[config.mk]
export PLATFORM = sky130hd
export DESIGN_NAME = csb_core_regs
export DESIGN_NICKNAME = d
export VERILOG_FILES = /design/src/logic/csb_pkg.sv /design/src/logic/csb_core_regs.sv
export SDC_FILE = /design/constraint.sdc
export NUM_CORES = 2
export LEC_CHECK = 0
export BUFFER_PORTS_ARGS = -buffer_cell sky130_fd_sc_hd__buf_2
export CAP_MARGIN = 20
export CORE_MARGIN = 4
export CORE_UTILIZATION = 30
export DETAILED_ROUTE_END_ITERATION = 16
export PLACE_DENSITY = 0.51
export SLEW_MARGIN = 20
export SYNTH_ARGS = -nofsm -noshare
export SYNTH_HDL_FRONTEND = slang
export SYNTH_SLANG_ARGS = --single-unit
[constraint.sdc]
create_clock -name ref_clk_i -period 3.3 [get_ports ref_clk_i]
set_input_delay 0.33 -clock ref_clk_i [delete_from_list [all_inputs] [get_ports ref_clk_i]]
set_output_delay 0.33 -clock ref_clk_i [all_outputs]
set_load 0.005 [all_outputs]
[src/logic/csb_pkg.sv]
// constants, types and register map of the core status and bank select block
package csb_pkg;

  // special register offsets in the data memory map
  localparam logic [7:0] A_IND0     = 8'h00; // indirect through first pointer
  localparam logic [7:0] A_MPTR0    = 8'h01;
  localparam logic [7:0] A_IND1     = 8'h02; // indirect through second pointer
  localparam logic [7:0] A_MPTR1    = 8'h03;
  localparam logic [7:0] A_BANK     = 8'h04;
  localparam logic [7:0] A_ACC      = 8'h05;
  localparam logic [7:0] A_PC_LOW   = 8'h06;
  localparam logic [7:0] A_TPTR_LO  = 8'h07;
  localparam logic [7:0] A_TBL_HI   = 8'h08;
  localparam logic [7:0] A_TPTR_HI  = 8'h09;
  localparam logic [7:0] A_FLAGS    = 8'h0A;
  localparam logic [7:0] A_EE_ADDR  = 8'h1E;
  localparam logic [7:0] A_EE_DATA  = 8'h1F;

  // everything below this address is special, above it general purpose
  localparam logic [7:0] SFR_LIMIT  = 8'h80;

  // general purpose storage: 128 bytes per bank, four banks at most
  localparam int         RAM_AW     = 9;
  localparam int         RAM_WORDS  = 512;
  localparam logic [1:0] BANK_ZERO  = 2'h0;

  // bank pointer masks per variant, reset value
  localparam logic [7:0] BANK_MASK_TWO  = 8'h01;
  localparam logic [7:0] BANK_MASK_FOUR = 8'h03;
  localparam logic [7:0] BANK_RST       = 8'h00;

  // flag positions inside the six implemented bits
  localparam int ST_CARRY  = 0;
  localparam int ST_NIBBLE = 1;
  localparam int ST_NULL   = 2;
  localparam int ST_EXCESS = 3;
  localparam int ST_PDOWN  = 4;
  localparam int ST_DOG    = 5;
  localparam logic [5:0] FLAGS_RST = 6'h00;
  localparam logic [1:0] FLAGS_TOP = 2'h0; // unimplemented top bits

  // nonvolatile store: 64 bytes (two-bank) or 128 bytes (four-bank)
  localparam int         EE_AW        = 7;
  localparam int         EE_WORDS     = 128;
  localparam logic [6:0] EE_MASK_TWO  = 7'h3F;
  localparam logic [6:0] EE_MASK_FOUR = 7'h7F;

  // program side widths
  localparam int PC_W   = 12;
  localparam int PROG_W = 16;

  // instruction classes of the arithmetic request; none and load leave the flags alone
  typedef enum logic [3:0] {
    OP_NONE = 4'h0,
    OP_ADD  = 4'h1,
    OP_ADC  = 4'h2,
    OP_SUB  = 4'h3,
    OP_SBC  = 4'h4,
    OP_AND  = 4'h5,
    OP_OR   = 4'h6,
    OP_XOR  = 4'h7,
    OP_RLC  = 4'h8,
    OP_RRC  = 4'h9,
    OP_LOAD = 4'hA
  } csb_op_t;

  // low-byte jump sequencer
  typedef enum logic [1:0] {
    JMP_IDLE  = 2'b00,
    JMP_DUMMY = 2'b01
  } csb_jump_t;

  // register access request from the instruction side
  typedef struct packed {
    logic       wr;
    logic       rd;
    logic [7:0] addr;
    logic [7:0] wdata;
  } csb_bus_req_t;

  // arithmetic request: accumulator op operand, result into accumulator
  typedef struct packed {
    logic       valid;
    csb_op_t    op;
    logic [7:0] operand;
  } csb_alu_req_t;

endpackage

[src/logic/csb_core_regs.sv]
// core status, bank select, table read and data store registers
// Notes on behaviour
// - two-bank variant: bit 0 picks bank
// - four-bank variant: two bits pick banks 0-3
// - resets clear bank, except sleeping watchdog expiry
// - special area decodes the same in every bank
// - direct data accesses always land in bank 0
// - unused bank pointer bits read zero
// - low pc write jumps in page, dummy cycle
// - table read: high byte kept, low byte out
// - flag writes never touch expiry or power-down
// - carry from add, no-borrow, rotate through carry
// - nibble carry or nibble no-borrow sets flag
// - zero arithmetic or logic result sets null flag
// - carry into msb differs from out: excess
// - power-down: cleared power-up/clear-dog, set by stop
// - expiry flag: set by dog, cleared power-up/clear-dog/stop
// - status never saved on call or interrupt
// - power-on clears system flags, top bits zero
// - data store 64/128 bytes, one byte access
// - no register-to-register moves, accumulator only
// - second pointer uses bank, first bank 0
//
// Our own choices: the placing of the registers and the strobed register port.
`timescale 1ns/1ps
module csb_core_regs
  import csb_pkg::*;
#(
  parameter bit FOUR_BANK = 1'b0
) (
  // clock and power-on reset
  input  wire logic                ref_clk_i,
  input  wire logic                arst_n_i,
  // register access
  input  wire csb_bus_req_t        bus_i,
  output logic [7:0]               rd_data_o,
  // arithmetic requests
  input  wire csb_alu_req_t        alu_i,
  output logic [7:0]               acc_o,
  output logic [7:0]               flags_o,
  // system events
  input  wire logic                sys_rst_i,
  input  wire logic                clear_watchdog_instruction_i,
  input  wire logic                halt_i,
  input  wire logic                wake_i,
  input  wire logic                wdt_expire_i,
  output logic                     sleeping_o,
  // program counter low-byte jump
  input  wire logic [PC_W-1:0]     pc_i,
  output logic                     jump_valid_o,
  output logic [PC_W-1:0]          jump_target_o,
  output logic                     dummy_cycle_o,
  // table read
  input  wire logic                tbl_rd_i,
  input  wire logic [PROG_W-1:0]   prog_word_i,
  output logic                     prog_rd_o,
  output logic [PROG_W-1:0]        prog_addr_o,
  output logic [7:0]               tbl_low_o,
  output logic                     tbl_low_valid_o,
  // nonvolatile store byte transfers
  input  wire logic                ee_rd_i,
  input  wire logic                ee_wr_i
);

  // register state
  logic [7:0] mptr0;
  logic [7:0] mptr1;
  logic [7:0] bank_sel;
  logic [7:0] acc;
  logic [7:0] tptr_lo;
  logic [7:0] tptr_hi;
  logic [7:0] tbl_hi;
  logic [5:0] flags;
  logic [6:0] ee_addr;
  logic [7:0] ee_data;
  logic [7:0] ram [RAM_WORDS];
  logic [7:0] ee_mem [EE_WORDS];
  csb_jump_t  jump_state;

  // request fields
  logic       bus_wr;
  logic       bus_rd;
  logic [7:0] bus_addr;
  logic [7:0] bus_wdata;
  assign bus_wr    = bus_i.wr;
  assign bus_rd    = bus_i.rd;
  assign bus_addr  = bus_i.addr;
  assign bus_wdata = bus_i.wdata;

  // special register selects; the bank pointer takes no part here
  logic wr_mptr0;
  logic wr_mptr1;
  logic wr_bank;
  logic wr_acc;
  logic wr_pc_low;
  logic wr_tptr_lo;
  logic wr_tptr_hi;
  logic wr_tbl_hi;
  logic wr_flags;
  logic wr_ee_addr;
  logic wr_ee_data;
  assign wr_mptr0   = bus_wr && (bus_addr == A_MPTR0);
  assign wr_mptr1   = bus_wr && (bus_addr == A_MPTR1);
  assign wr_bank    = bus_wr && (bus_addr == A_BANK);
  assign wr_acc     = bus_wr && (bus_addr == A_ACC);
  assign wr_pc_low  = bus_wr && (bus_addr == A_PC_LOW);
  assign wr_tptr_lo = bus_wr && (bus_addr == A_TPTR_LO);
  assign wr_tptr_hi = bus_wr && (bus_addr == A_TPTR_HI);
  assign wr_tbl_hi  = bus_wr && (bus_addr == A_TBL_HI);
  assign wr_flags   = bus_wr && (bus_addr == A_FLAGS);
  assign wr_ee_addr = bus_wr && (bus_addr == A_EE_ADDR);
  assign wr_ee_data = bus_wr && (bus_addr == A_EE_DATA);

  // effective data memory target; direct access is pinned to bank 0,
  // the first pointer too, only the second pointer follows the bank
  logic             is_ind0;
  logic             is_ind1;
  logic [7:0]       eff_addr;
  logic [1:0]       eff_bank;
  logic             ram_hit;
  logic [RAM_AW-1:0] ram_idx;
  logic [7:0]       ram_rdata;
  assign is_ind0  = (bus_addr == A_IND0);
  assign is_ind1  = (bus_addr == A_IND1);
  assign eff_addr = is_ind0 ? mptr0 : (is_ind1 ? mptr1 : bus_addr);
  assign eff_bank = is_ind1 ? bank_sel[1:0] : BANK_ZERO;
  // indirect access into the special area is not served (reads zero)
  assign ram_hit  = (eff_addr >= SFR_LIMIT);
  assign ram_idx  = {eff_bank, eff_addr[6:0]};
  assign ram_rdata = ram[ram_idx];

  // bank pointer mask per variant keeps unused bits at zero
  logic [7:0] bank_mask;
  logic [6:0] ee_mask;
  assign bank_mask = FOUR_BANK ? BANK_MASK_FOUR : BANK_MASK_TWO;
  assign ee_mask   = FOUR_BANK ? EE_MASK_FOUR : EE_MASK_TWO;

  // read selection
  logic [7:0] sfr_rdata;
  logic [7:0] next_rd_data;
  assign sfr_rdata =
    (bus_addr == A_MPTR0)   ? mptr0 :
    (bus_addr == A_MPTR1)   ? mptr1 :
    (bus_addr == A_BANK)    ? bank_sel :
    (bus_addr == A_ACC)     ? acc :
    (bus_addr == A_PC_LOW)  ? pc_i[7:0] :
    (bus_addr == A_TPTR_LO) ? tptr_lo :
    (bus_addr == A_TBL_HI)  ? tbl_hi :
    (bus_addr == A_TPTR_HI) ? tptr_hi :
    (bus_addr == A_FLAGS)   ? {FLAGS_TOP, flags} :
    (bus_addr == A_EE_ADDR) ? {1'b0, ee_addr} :
    (bus_addr == A_EE_DATA) ? ee_data : 8'h00;
  assign next_rd_data = ram_hit ? ram_rdata : sfr_rdata;

  // arithmetic unit: always accumulator op operand into the accumulator,
  // so a copy between two data registers has to pass the accumulator
  csb_op_t    op;
  logic       alu_go;
  logic       is_sub;
  logic       is_arith;
  logic       is_logic;
  logic       is_rot;
  logic       cin;
  logic [7:0] b_x;
  logic [8:0] sum9;
  logic [4:0] nib5;
  logic [7:0] low8;
  logic [7:0] logic_res;
  logic [7:0] rot_res;
  logic       rot_c;
  logic [7:0] alu_res;
  assign op       = alu_i.op;
  assign alu_go   = alu_i.valid && (op != OP_NONE);
  assign is_sub   = (op == OP_SUB) || (op == OP_SBC);
  assign is_arith = alu_go && ((op == OP_ADD) || (op == OP_ADC) || is_sub);
  assign is_logic = alu_go && ((op == OP_AND) || (op == OP_OR) ||
                               (op == OP_XOR));
  assign is_rot   = alu_go && ((op == OP_RLC) || (op == OP_RRC));
  // subtraction as add of the inverse: carry out then means no borrow
  assign b_x  = is_sub ? ~alu_i.operand : alu_i.operand;
  assign cin  = (op == OP_SUB) ||
                (((op == OP_ADC) || (op == OP_SBC)) && flags[ST_CARRY]);
  assign sum9 = {1'b0, acc} + {1'b0, b_x} + {8'h00, cin};
  assign nib5 = {1'b0, acc[3:0]} + {1'b0, b_x[3:0]} + {4'h0, cin};
  assign low8 = {1'b0, acc[6:0]} + {1'b0, b_x[6:0]} + {7'h00, cin};
  assign logic_res = (op == OP_AND) ? (acc & alu_i.operand) :
                     (op == OP_OR)  ? (acc | alu_i.operand) :
                                      (acc ^ alu_i.operand);
  assign rot_res = (op == OP_RLC) ? {acc[6:0], flags[ST_CARRY]}
                                  : {flags[ST_CARRY], acc[7:1]};
  assign rot_c   = (op == OP_RLC) ? acc[7] : acc[0];
  assign alu_res = is_arith ? sum9[7:0] :
                   is_logic ? logic_res :
                   is_rot   ? rot_res : alu_i.operand;

  // next flags: a software write loads only the low four bits; an
  // instruction result in the same cycle overrides what it produces
  logic [3:0] flag_base;
  logic       next_carry;
  logic       next_nibble;
  logic       next_null;
  logic       next_excess;
  logic       next_pdown;
  logic       next_dog;
  assign flag_base   = wr_flags ? bus_wdata[3:0] : flags[3:0];
  assign next_carry  = is_arith ? sum9[8] :
                       is_rot   ? rot_c : flag_base[ST_CARRY];
  assign next_nibble = is_arith ? nib5[4] : flag_base[ST_NIBBLE];
  assign next_null   = (is_arith || is_logic) ? (alu_res == 8'h00)
                                              : flag_base[ST_NULL];
  assign next_excess = is_arith ? (low8[7] ^ sum9[8])
                                : flag_base[ST_EXCESS];
  // stop wins over clear-dog if both arrive together
  assign next_pdown  = halt_i | (flags[ST_PDOWN] & ~clear_watchdog_instruction_i);
  // an expiry in the clearing cycle is kept: set beats clear
  assign next_dog    = wdt_expire_i |
                       (flags[ST_DOG] & ~(clear_watchdog_instruction_i | halt_i));

  // status register: no save path exists, calls and interrupt entry
  // stack only the return address outside this block
  always_ff @(posedge ref_clk_i or negedge arst_n_i) begin
    if (!arst_n_i) begin
      flags <= FLAGS_RST;
    end else begin
      flags <= {next_dog, next_pdown, next_excess, next_null,
                next_nibble, next_carry};
    end
  end

  // accumulator: instruction result wins over a software write
  always_ff @(posedge ref_clk_i or negedge arst_n_i) begin
    if (!arst_n_i) begin
      acc <= 8'h00;
    end else if (alu_go) begin
      acc <= alu_res;
    end else if (wr_acc) begin
      acc <= bus_wdata;
    end
  end

  // sleep state tells a wake-up expiry from a resetting one
  always_ff @(posedge ref_clk_i or negedge arst_n_i) begin
    if (!arst_n_i) begin
      sleeping_o <= 1'b0;
    end else if (wdt_expire_i || wake_i || sys_rst_i) begin
      sleeping_o <= 1'b0;
    end else if (halt_i) begin
      sleeping_o <= 1'b1;
    end
  end

  // bank pointer; an expiry while asleep only wakes, keeping the bank
  always_ff @(posedge ref_clk_i or negedge arst_n_i) begin
    if (!arst_n_i) begin
      bank_sel <= BANK_RST;
    end else if (sys_rst_i || (wdt_expire_i && !sleeping_o)) begin
      bank_sel <= BANK_RST;
    end else if (wr_bank) begin
      bank_sel <= bus_wdata & bank_mask;
    end
  end

  // memory pointers
  always_ff @(posedge ref_clk_i or negedge arst_n_i) begin
    if (!arst_n_i) begin
      mptr0 <= 8'h00;
      mptr1 <= 8'h00;
    end else begin
      if (wr_mptr0) mptr0 <= bus_wdata;
      if (wr_mptr1) mptr1 <= bus_wdata;
    end
  end

  // general purpose storage, one flip-flop byte per entry
  for (genvar gi = 0; gi < RAM_WORDS; gi++) begin : g_ram
    always_ff @(posedge ref_clk_i or negedge arst_n_i) begin
      if (!arst_n_i) begin
        ram[gi] <= 8'h00;
      end else if (bus_wr && ram_hit &&
                   (ram_idx == RAM_AW'(gi))) begin
        ram[gi] <= bus_wdata;
      end
    end
  end

  // read data stands for exactly the cycle after the strobe
  always_ff @(posedge ref_clk_i or negedge arst_n_i) begin
    if (!arst_n_i) begin
      rd_data_o <= 8'h00;
    end else begin
      rd_data_o <= bus_rd ? next_rd_data : 8'h00;
    end
  end

  // low-byte jump: target stays in the current page, then one dummy
  always_ff @(posedge ref_clk_i or negedge arst_n_i) begin
    if (!arst_n_i) begin
      jump_state    <= JMP_IDLE;
      jump_valid_o  <= 1'b0;
      jump_target_o <= '0;
      dummy_cycle_o <= 1'b0;
    end else begin
      jump_valid_o  <= wr_pc_low;
      dummy_cycle_o <= (jump_state == JMP_DUMMY);
      if (wr_pc_low) jump_target_o <= {pc_i[PC_W-1:8], bus_wdata};
      case (jump_state)
        JMP_IDLE: begin
          if (wr_pc_low) jump_state <= JMP_DUMMY;
        end
        JMP_DUMMY: begin
          jump_state <= wr_pc_low ? JMP_DUMMY : JMP_IDLE;
        end
        default: begin
          jump_state <= JMP_IDLE;
        end
      endcase
    end
  end

  // table pointers
  always_ff @(posedge ref_clk_i or negedge arst_n_i) begin
    if (!arst_n_i) begin
      tptr_lo <= 8'h00;
      tptr_hi <= 8'h00;
    end else begin
      if (wr_tptr_lo) tptr_lo <= bus_wdata;
      if (wr_tptr_hi) tptr_hi <= bus_wdata;
    end
  end

  // table read: fetch issued, word returns one cycle later; the fetched
  // high byte wins over a software write landing in the same cycle
  always_ff @(posedge ref_clk_i or negedge arst_n_i) begin
    if (!arst_n_i) begin
      prog_rd_o       <= 1'b0;
      prog_addr_o     <= '0;
      tbl_hi          <= 8'h00;
      tbl_low_o       <= 8'h00;
      tbl_low_valid_o <= 1'b0;
    end else begin
      prog_rd_o       <= tbl_rd_i;
      tbl_low_valid_o <= prog_rd_o;
      if (tbl_rd_i) prog_addr_o <= {tptr_hi, tptr_lo};
      if (prog_rd_o) begin
        tbl_hi    <= prog_word_i[15:8];
        tbl_low_o <= prog_word_i[7:0];
      end else if (wr_tbl_hi) begin
        tbl_hi <= bus_wdata;
      end
    end
  end

  // nonvolatile store address and data holding registers
  always_ff @(posedge ref_clk_i or negedge arst_n_i) begin
    if (!arst_n_i) begin
      ee_addr <= 7'h00;
      ee_data <= 8'h00;
    end else begin
      if (wr_ee_addr) ee_addr <= bus_wdata[6:0] & ee_mask;
      if (ee_rd_i) begin
        ee_data <= ee_mem[ee_addr];
      end else if (wr_ee_data) begin
        ee_data <= bus_wdata;
      end
    end
  end

  // store contents: one byte per transfer, never on the data map
  for (genvar gj = 0; gj < EE_WORDS; gj++) begin : g_ee
    always_ff @(posedge ref_clk_i or negedge arst_n_i) begin
      if (!arst_n_i) begin
        ee_mem[gj] <= 8'h00;
      end else if (ee_wr_i && (ee_addr == EE_AW'(gj))) begin
        ee_mem[gj] <= ee_data;
      end
    end
  end

  // visible copies of internal state, all registered
  assign acc_o   = acc;
  assign flags_o = {FLAGS_TOP, flags};

endmodule

# Word-level counts from Yosys, hierarchy flattened
# Index checks and enable logic that the tools add are counted.
# totals
regBits	4735
in_bits	69
out_inout_bits	65
# classes
addsub	6
magnitude_cmp	3
n_eq_ne	597
mux	49
bitwise_logic	14
n_reduce_logical	621
# op_table
operator	count
$eq 9x9->1 const B	256
$eq 9x8->1 const B	128
$logic_and 1x1->1	594
$eq 9x7->1 const B	64
$eq 9x6->1 const B	32
$mux 8	34
$eq 6x6->1 const B	32
$eq 9x5->1 const B	16
$eq 6x5->1 const B	16
$bmux 8 s9	1
$eq 9x4->1 const B	8
$bmux 8 s7	1
$eq 6x4->1 const B	8
$eq 9x3->1 const B	4
$eq 8x3->1 const B	4
$eq 6x3->1 const B	4
$eq 8x4->1 const B	3
$eq 9x2->1 const B	2
$eq 4x3->1 const B	4
$eq 8x2->1 const B	2
$eq 8x5->1 const B	2
$ge 8x8->1 const B	2
$logic_not 8->1	2
$reduce_bool 2->1	7
other kinds (37)	64

# Depth between registers and ports, before layout
# depth
ltp_word	14
ltp_mapped	18
ltp_nobuf	16

# Worst setup path after synthesis
# No wires, ideal clock.
# synth_path
kind	input to register
start	input port alu_i[10] (netlist name)
end	register flags[2]
setup_time_ps	64
arrival_ps	3811
setup_slack_ps	-576
cell_stages	16
path_buffers	1
path_cell_list	clkbuf_1 nand2_1 a21oi_1 xnor2_1 fa_1 inv_1 fa_1 a21o_1 a21oi_1 o21bai_1 a21oi_1 xnor2_1 a21oi_1 or4_1 o21ai_0 o21a_1
# synth_via
elab_chain_len	8
elab_cells_between_ends	36
cone_classes	add/sub: 2; eq/ne: 9; mux: 8; reduce/logical: 17
# synth_rtl
item	line	source
start: declaration	csb_core_regs.sv:38	input wire csb_alu_req_t alu_i,
$eq 4x2->1 (tied with other cells)	csb_core_regs.sv:174, csb_core_regs.sv:181	
$logic_or 1x1->1 (tied with other cells)	csb_core_regs.sv:174	assign is_sub = (op == OP_SUB) || (op == OP_SBC);
$mux 8 (tied with other cells)	csb_core_regs.sv:180	assign b_x = is_sub ? ~alu_i.operand : alu_i.operand;
$add 8x8->9 (tied with other cells)	csb_core_regs.sv:183	assign sum9 = {1'b0, acc} + {1'b0, b_x} + {8'h00, cin};
$add 9x1->9 / $mux 8 (equally long branches)	csb_core_regs.sv:183, csb_core_regs.sv:193	
$mux 8	csb_core_regs.sv:192	assign alu_res = is_arith ? sum9[7:0] :
$logic_not 8->1	csb_core_regs.sv:209	assign next_null = (is_arith || is_logic) ? (alu_res == 8'h00)
$mux 1	csb_core_regs.sv:209	
end signal: assignment	csb_core_regs.sv:225	flags <= {next_dog, next_pdown, next_excess, next_null,
end: declaration	csb_core_regs.sv:73	logic [5:0] flags;
# Parallel ways exist; a longest one is shown, timed or not.
# A chain may end at the register's enable or synchronous reset.

# Final worst setup path
# layout_path
start	register mptr0[0]
end	register rd_data_o[3]
# layout_via
elab_chain_len	7
elab_cells_between_ends	8
cone_classes	order compare: 1; mux: 6; bitwise: 1
# layout_rtl
item	line	source
start: declaration	csb_core_regs.sv:66	logic [7:0] mptr0;
start signal: assignment	csb_core_regs.sv:269	if (wr_mptr0) mptr0 <= bus_wdata;
$mux 8 (*)	csb_core_regs.sv:125	assign eff_addr = is_ind0 ? mptr0 : (is_ind1 ? mptr1 : bus_addr);
$not 9->10 (implied by the code)	csb_core_regs.sv:130	assign ram_rdata = ram[ram_idx];
$bmux 8 s9	csb_core_regs.sv:130	
$mux 8 (implied by the code) (2 in a row)	csb_core_regs.sv:130	
$mux 8 (*)	csb_core_regs.sv:153	assign next_rd_data = ram_hit ? ram_rdata : sfr_rdata;
$mux 8 (*)	csb_core_regs.sv:291	rd_data_o <= bus_rd ? next_rd_data : 8'h00;
end signal: assignment	csb_core_regs.sv:291	
end: declaration	csb_core_regs.sv:36	output logic [7:0] rd_data_o,
# Every way passes the cells marked *; elsewhere a longest branch is shown, timed or not. The select of a mux whose other input is x is not followed.

==> impl_results.md <==
* Synthesized cell area at 123000 um^2
* Share of post-route cells with drive strength above 1 at 54.7%
* Ys async rst share at 100%
* Worst Path Buf+Inv at 6
* Max VDD drop at 0.317 mV
* Total gr overflow at 0
* Num CTS Buffers at 299
* Antenna violations before repair at 24
* Maxcap violations at 0
* Core area at 410000 um^2
* Cell chain of the critical path: mux2_4 -> a31o_4 -> buf_12 -> buf_12 -> buf_16 -> buf_4 -> mux4_2 -> o22ai_1 -> a21oi_2 -> buf_4 -> o21ai_0 -> buf_4 -> a211o_4 -> o41ai_4
* Starting Density at 30.1%
* Via density at 5.32
* Multi-input gate area at 55000 um^2
* Slew Limit Fails at 0
* Avg Inst Size Synth at 14.6 um^2
* Die Ht at 649 um
* Residual DRC at 0
* Sequential cell area at 67100 um^2
* Clock Sinks at 2679
* GPL Wtd Cong at 0.922
* Ports at 134
* Clock Skew at 68.9 ps
* Crit end category: register
* Slew headroom at 24.8%
* Area leader, netlist: dfrtp_1
* Min cycle time layout at 3510 ps
* Total number of vias at 81320
* Cells after Synth at 8439
* Fmax achieved at 0.285 GHz
* Gr usage total at 20.5%
* Final ANT Viol Nets at 0
* Synth top area share at 54.3%
* Leakage at 72.3 nW
* Hpwl dp at 303 mm
* Largest delay contributor family on the critical path: compound AO/OA/AOI/OAI gates
* Sequential fraction of the synthesis area at 54.3%
* PD cells at 480 nW/um^2
* Die area at 422000 um^2
* Port-buffer cells at 131
* Worst Max-Slew Pin Slew at 1130 ps
* Largest net degree at the start of global routing at 151
* Critical Path Fanout Max at 8
* Layout Utilization at 37.6%
* CTS tree: built
* Crit share post-route at 106%
* Leading cell types by total area after synthesis: dfrtp_1 54%, mux2_2 24%, mux4_2 9.7%
* Startpoint Class: register
* Min-delay worst type: primary input to register
* Clock-pin slew on the worst setup and hold paths at 60 ps
* DRT iter0 DRCs at 6904
* Critical path's most frequent cell: buf_4
* Status: complete, but fails checks
* CP Data Required Time at 4120 ps
* Fill count at 38334
* Clock root buffer: clkbuf_16
* Crit-path slowest cell: dfrtp_1
* Global-route wire length before repair at 641 mm
* Vias in the first global route at 85582
* Primary FF master, synth: dfrtp_1
* Synth top cells by count: 2679 x dfrtp_1, 2634 x mux2_2, 531 x mux4_2
* Setup ws final at -205 ps
* Reg2Reg Setup Slack at -210 ps
* Skew-Pair Late Insertion Delay at 930 ps
* TritonRoute pass-1 iters at 6
* Post-synth EDFFs at 0
* Die X at 649 um
* Final hold vios at 0
* Area growth syn-to-layout at 24.8%
* Critical path arrival at 4320 ps
* Bufs on Longest Clock Path at 4
* RSZ-0062 raised after global routing: yes
* Max stage delay on crit path at 380 ps
* Ys Warns at 0
* CP Class: register to register
* Cell with the most instances after synthesis: dfrtp_1
* Post-synthesis cell type count at 82
* # H-tree levels at 5
* Net count, final at 9663
* Routed len/inst at 29.0 um
* Cell Rows at 235
* WL final at 442 mm
* Failing checks: negative setup slack
* Synth Register Bits at 2679
* WHS at 57.7 ps
* # setup viols final at 15
[sequential cells by signal, summed over array words and instances (netlist names), 12 cells and up]
| register | flops |
|---|---|
| jump_target_o | 12 |
| prog_addr_o | 16 |
| ram | 2048 |
| ee_mem | 512 |
[metrics by stage]
stage / power [mW] / worst slack (ps) / TNS [ps] / cell area (um^2) / instances
after floorplan: 37.1 / -25.1 / -4030 / 123000 / 8440
after global placement: 40.2 / -1590 / -1506500 / 141000 / 14589
after detailed placement: 40.4 / -1550 / -1559090 / 141000 / 14589
after CTS: 74.5 / -185 / -936 / 153000 / 15221
after global routing: 76.4 / -262 / -1700 / 154000 / 15261
final: 73.8 / -205 / -1180 / 154000 / 15274
[final cells by class]
class,instances,share of cell area [%]
Sequential cell,2679,43.6
Inverter,31,0.0780
Clock inverter,96,0.759
Timing Repair Buffer,1445,9.80
Multi-Input combinational cell,5112,35.7
Tap cell,5451,4.43
Clock buffer,443,5.64
Antenna cell,17,0.0276
[layer usage]
| metal | up-vias | part of all wire [%] | track usage [%] | routed length, um |
|---|---|---|---|---|
| met3 | 696 | 6.7 | 4.21 | 29700 |
| met4 | 8 | 3.8 | 7.20 | 16900 |
| met5 | - | 0.011 | 0 | 48 |
| li1 | 33674 | - | - | - |
| met1 | 44285 | 44 | 28.5 | 195000 |
| met2 | 2657 | 45 | 31.9 | 200000 |
[timing repair]
action / CTS / global route
pin swaps: 34 / 62
hold buffers: 45 / 0
buffers inserted: 40 / 41
gates cloned: 9 / 3
endpoints found under the setup margin: 1723 / 445
gates resized for setup: 222 / 151
hold endpoints to repair: 867 / 0
[worst paths after layout]
path,start,endpoint,cells after the start
max reg2reg,mptr0[0],rd_data_o[3],14
min,bus_i[2],ram[2690],2
max in group asynchronous,arst_n_i,ram[2187],4
max,mptr0[0],rd_data_o[3],14
min reg2reg,jump_state[0],dummy_cycle_o,0
min in group asynchronous,arst_n_i,ee_mem[994],3
[kinds of logic (layout without fill, tap and decap cells)]
| kind of cell | after synthesis | count (layout) | synth area share [%] |
|---|---|---|---|
| other | 1 | 19 | 0.00304 |
| flip-flops | 2679 | 2679 | 54.3 |
| multiplexers | 3392 | 3392 | 35.6 |
| buffers and inverters | 649 | 2015 | 2.27 |
| XOR/XNOR | 16 | 16 | 0.114 |
| AO/OA/AOI/OAI | 634 | 634 | 3.46 |
| AND/OR/NAND/NOR | 1042 | 1042 | 3.97 |
| adder cells (fa/ha/maj) | 26 | 26 | 0.276 |
[worst register-to-register path: stages (launching register included)]
cell and delay, ps:
dfrtp_1 380, mux2_4 290, a31o_4 270, buf_12 150
buf_12 170, buf_16 180, buf_4 190, mux4_2 370
o22ai_1 140, a21oi_2 200, buf_4 150, o21ai_0 80
buf_4 190, a211o_4 360, o41ai_4 290
[cells in the final DEF (no fill, tap or decap), drive strengths merged, types with 47 or more instances in the layout]
cell type	synthesis	layout
a21oi	142	142
buf	202	1392
a22oi	58	58
mux2i	219	219
nand2	512	512
o22ai	89	89
mux4	531	531
o21ai	90	90
nor3	47	47
mux2	2642	2642
nor2	274	274
clkinv	0	67
nand3	78	78
dfrtp	2679	2679
clkbuf	416	446
[power breakdown]
group	internal (mW)	switching, mW	leakage, nW
Combinational	2.36	3.74	30.4
Clock	19.4	14.3	4.84
Sequential	33.6	0.488	37.1
No activity file was read; power rests on OpenSTA's default activity.
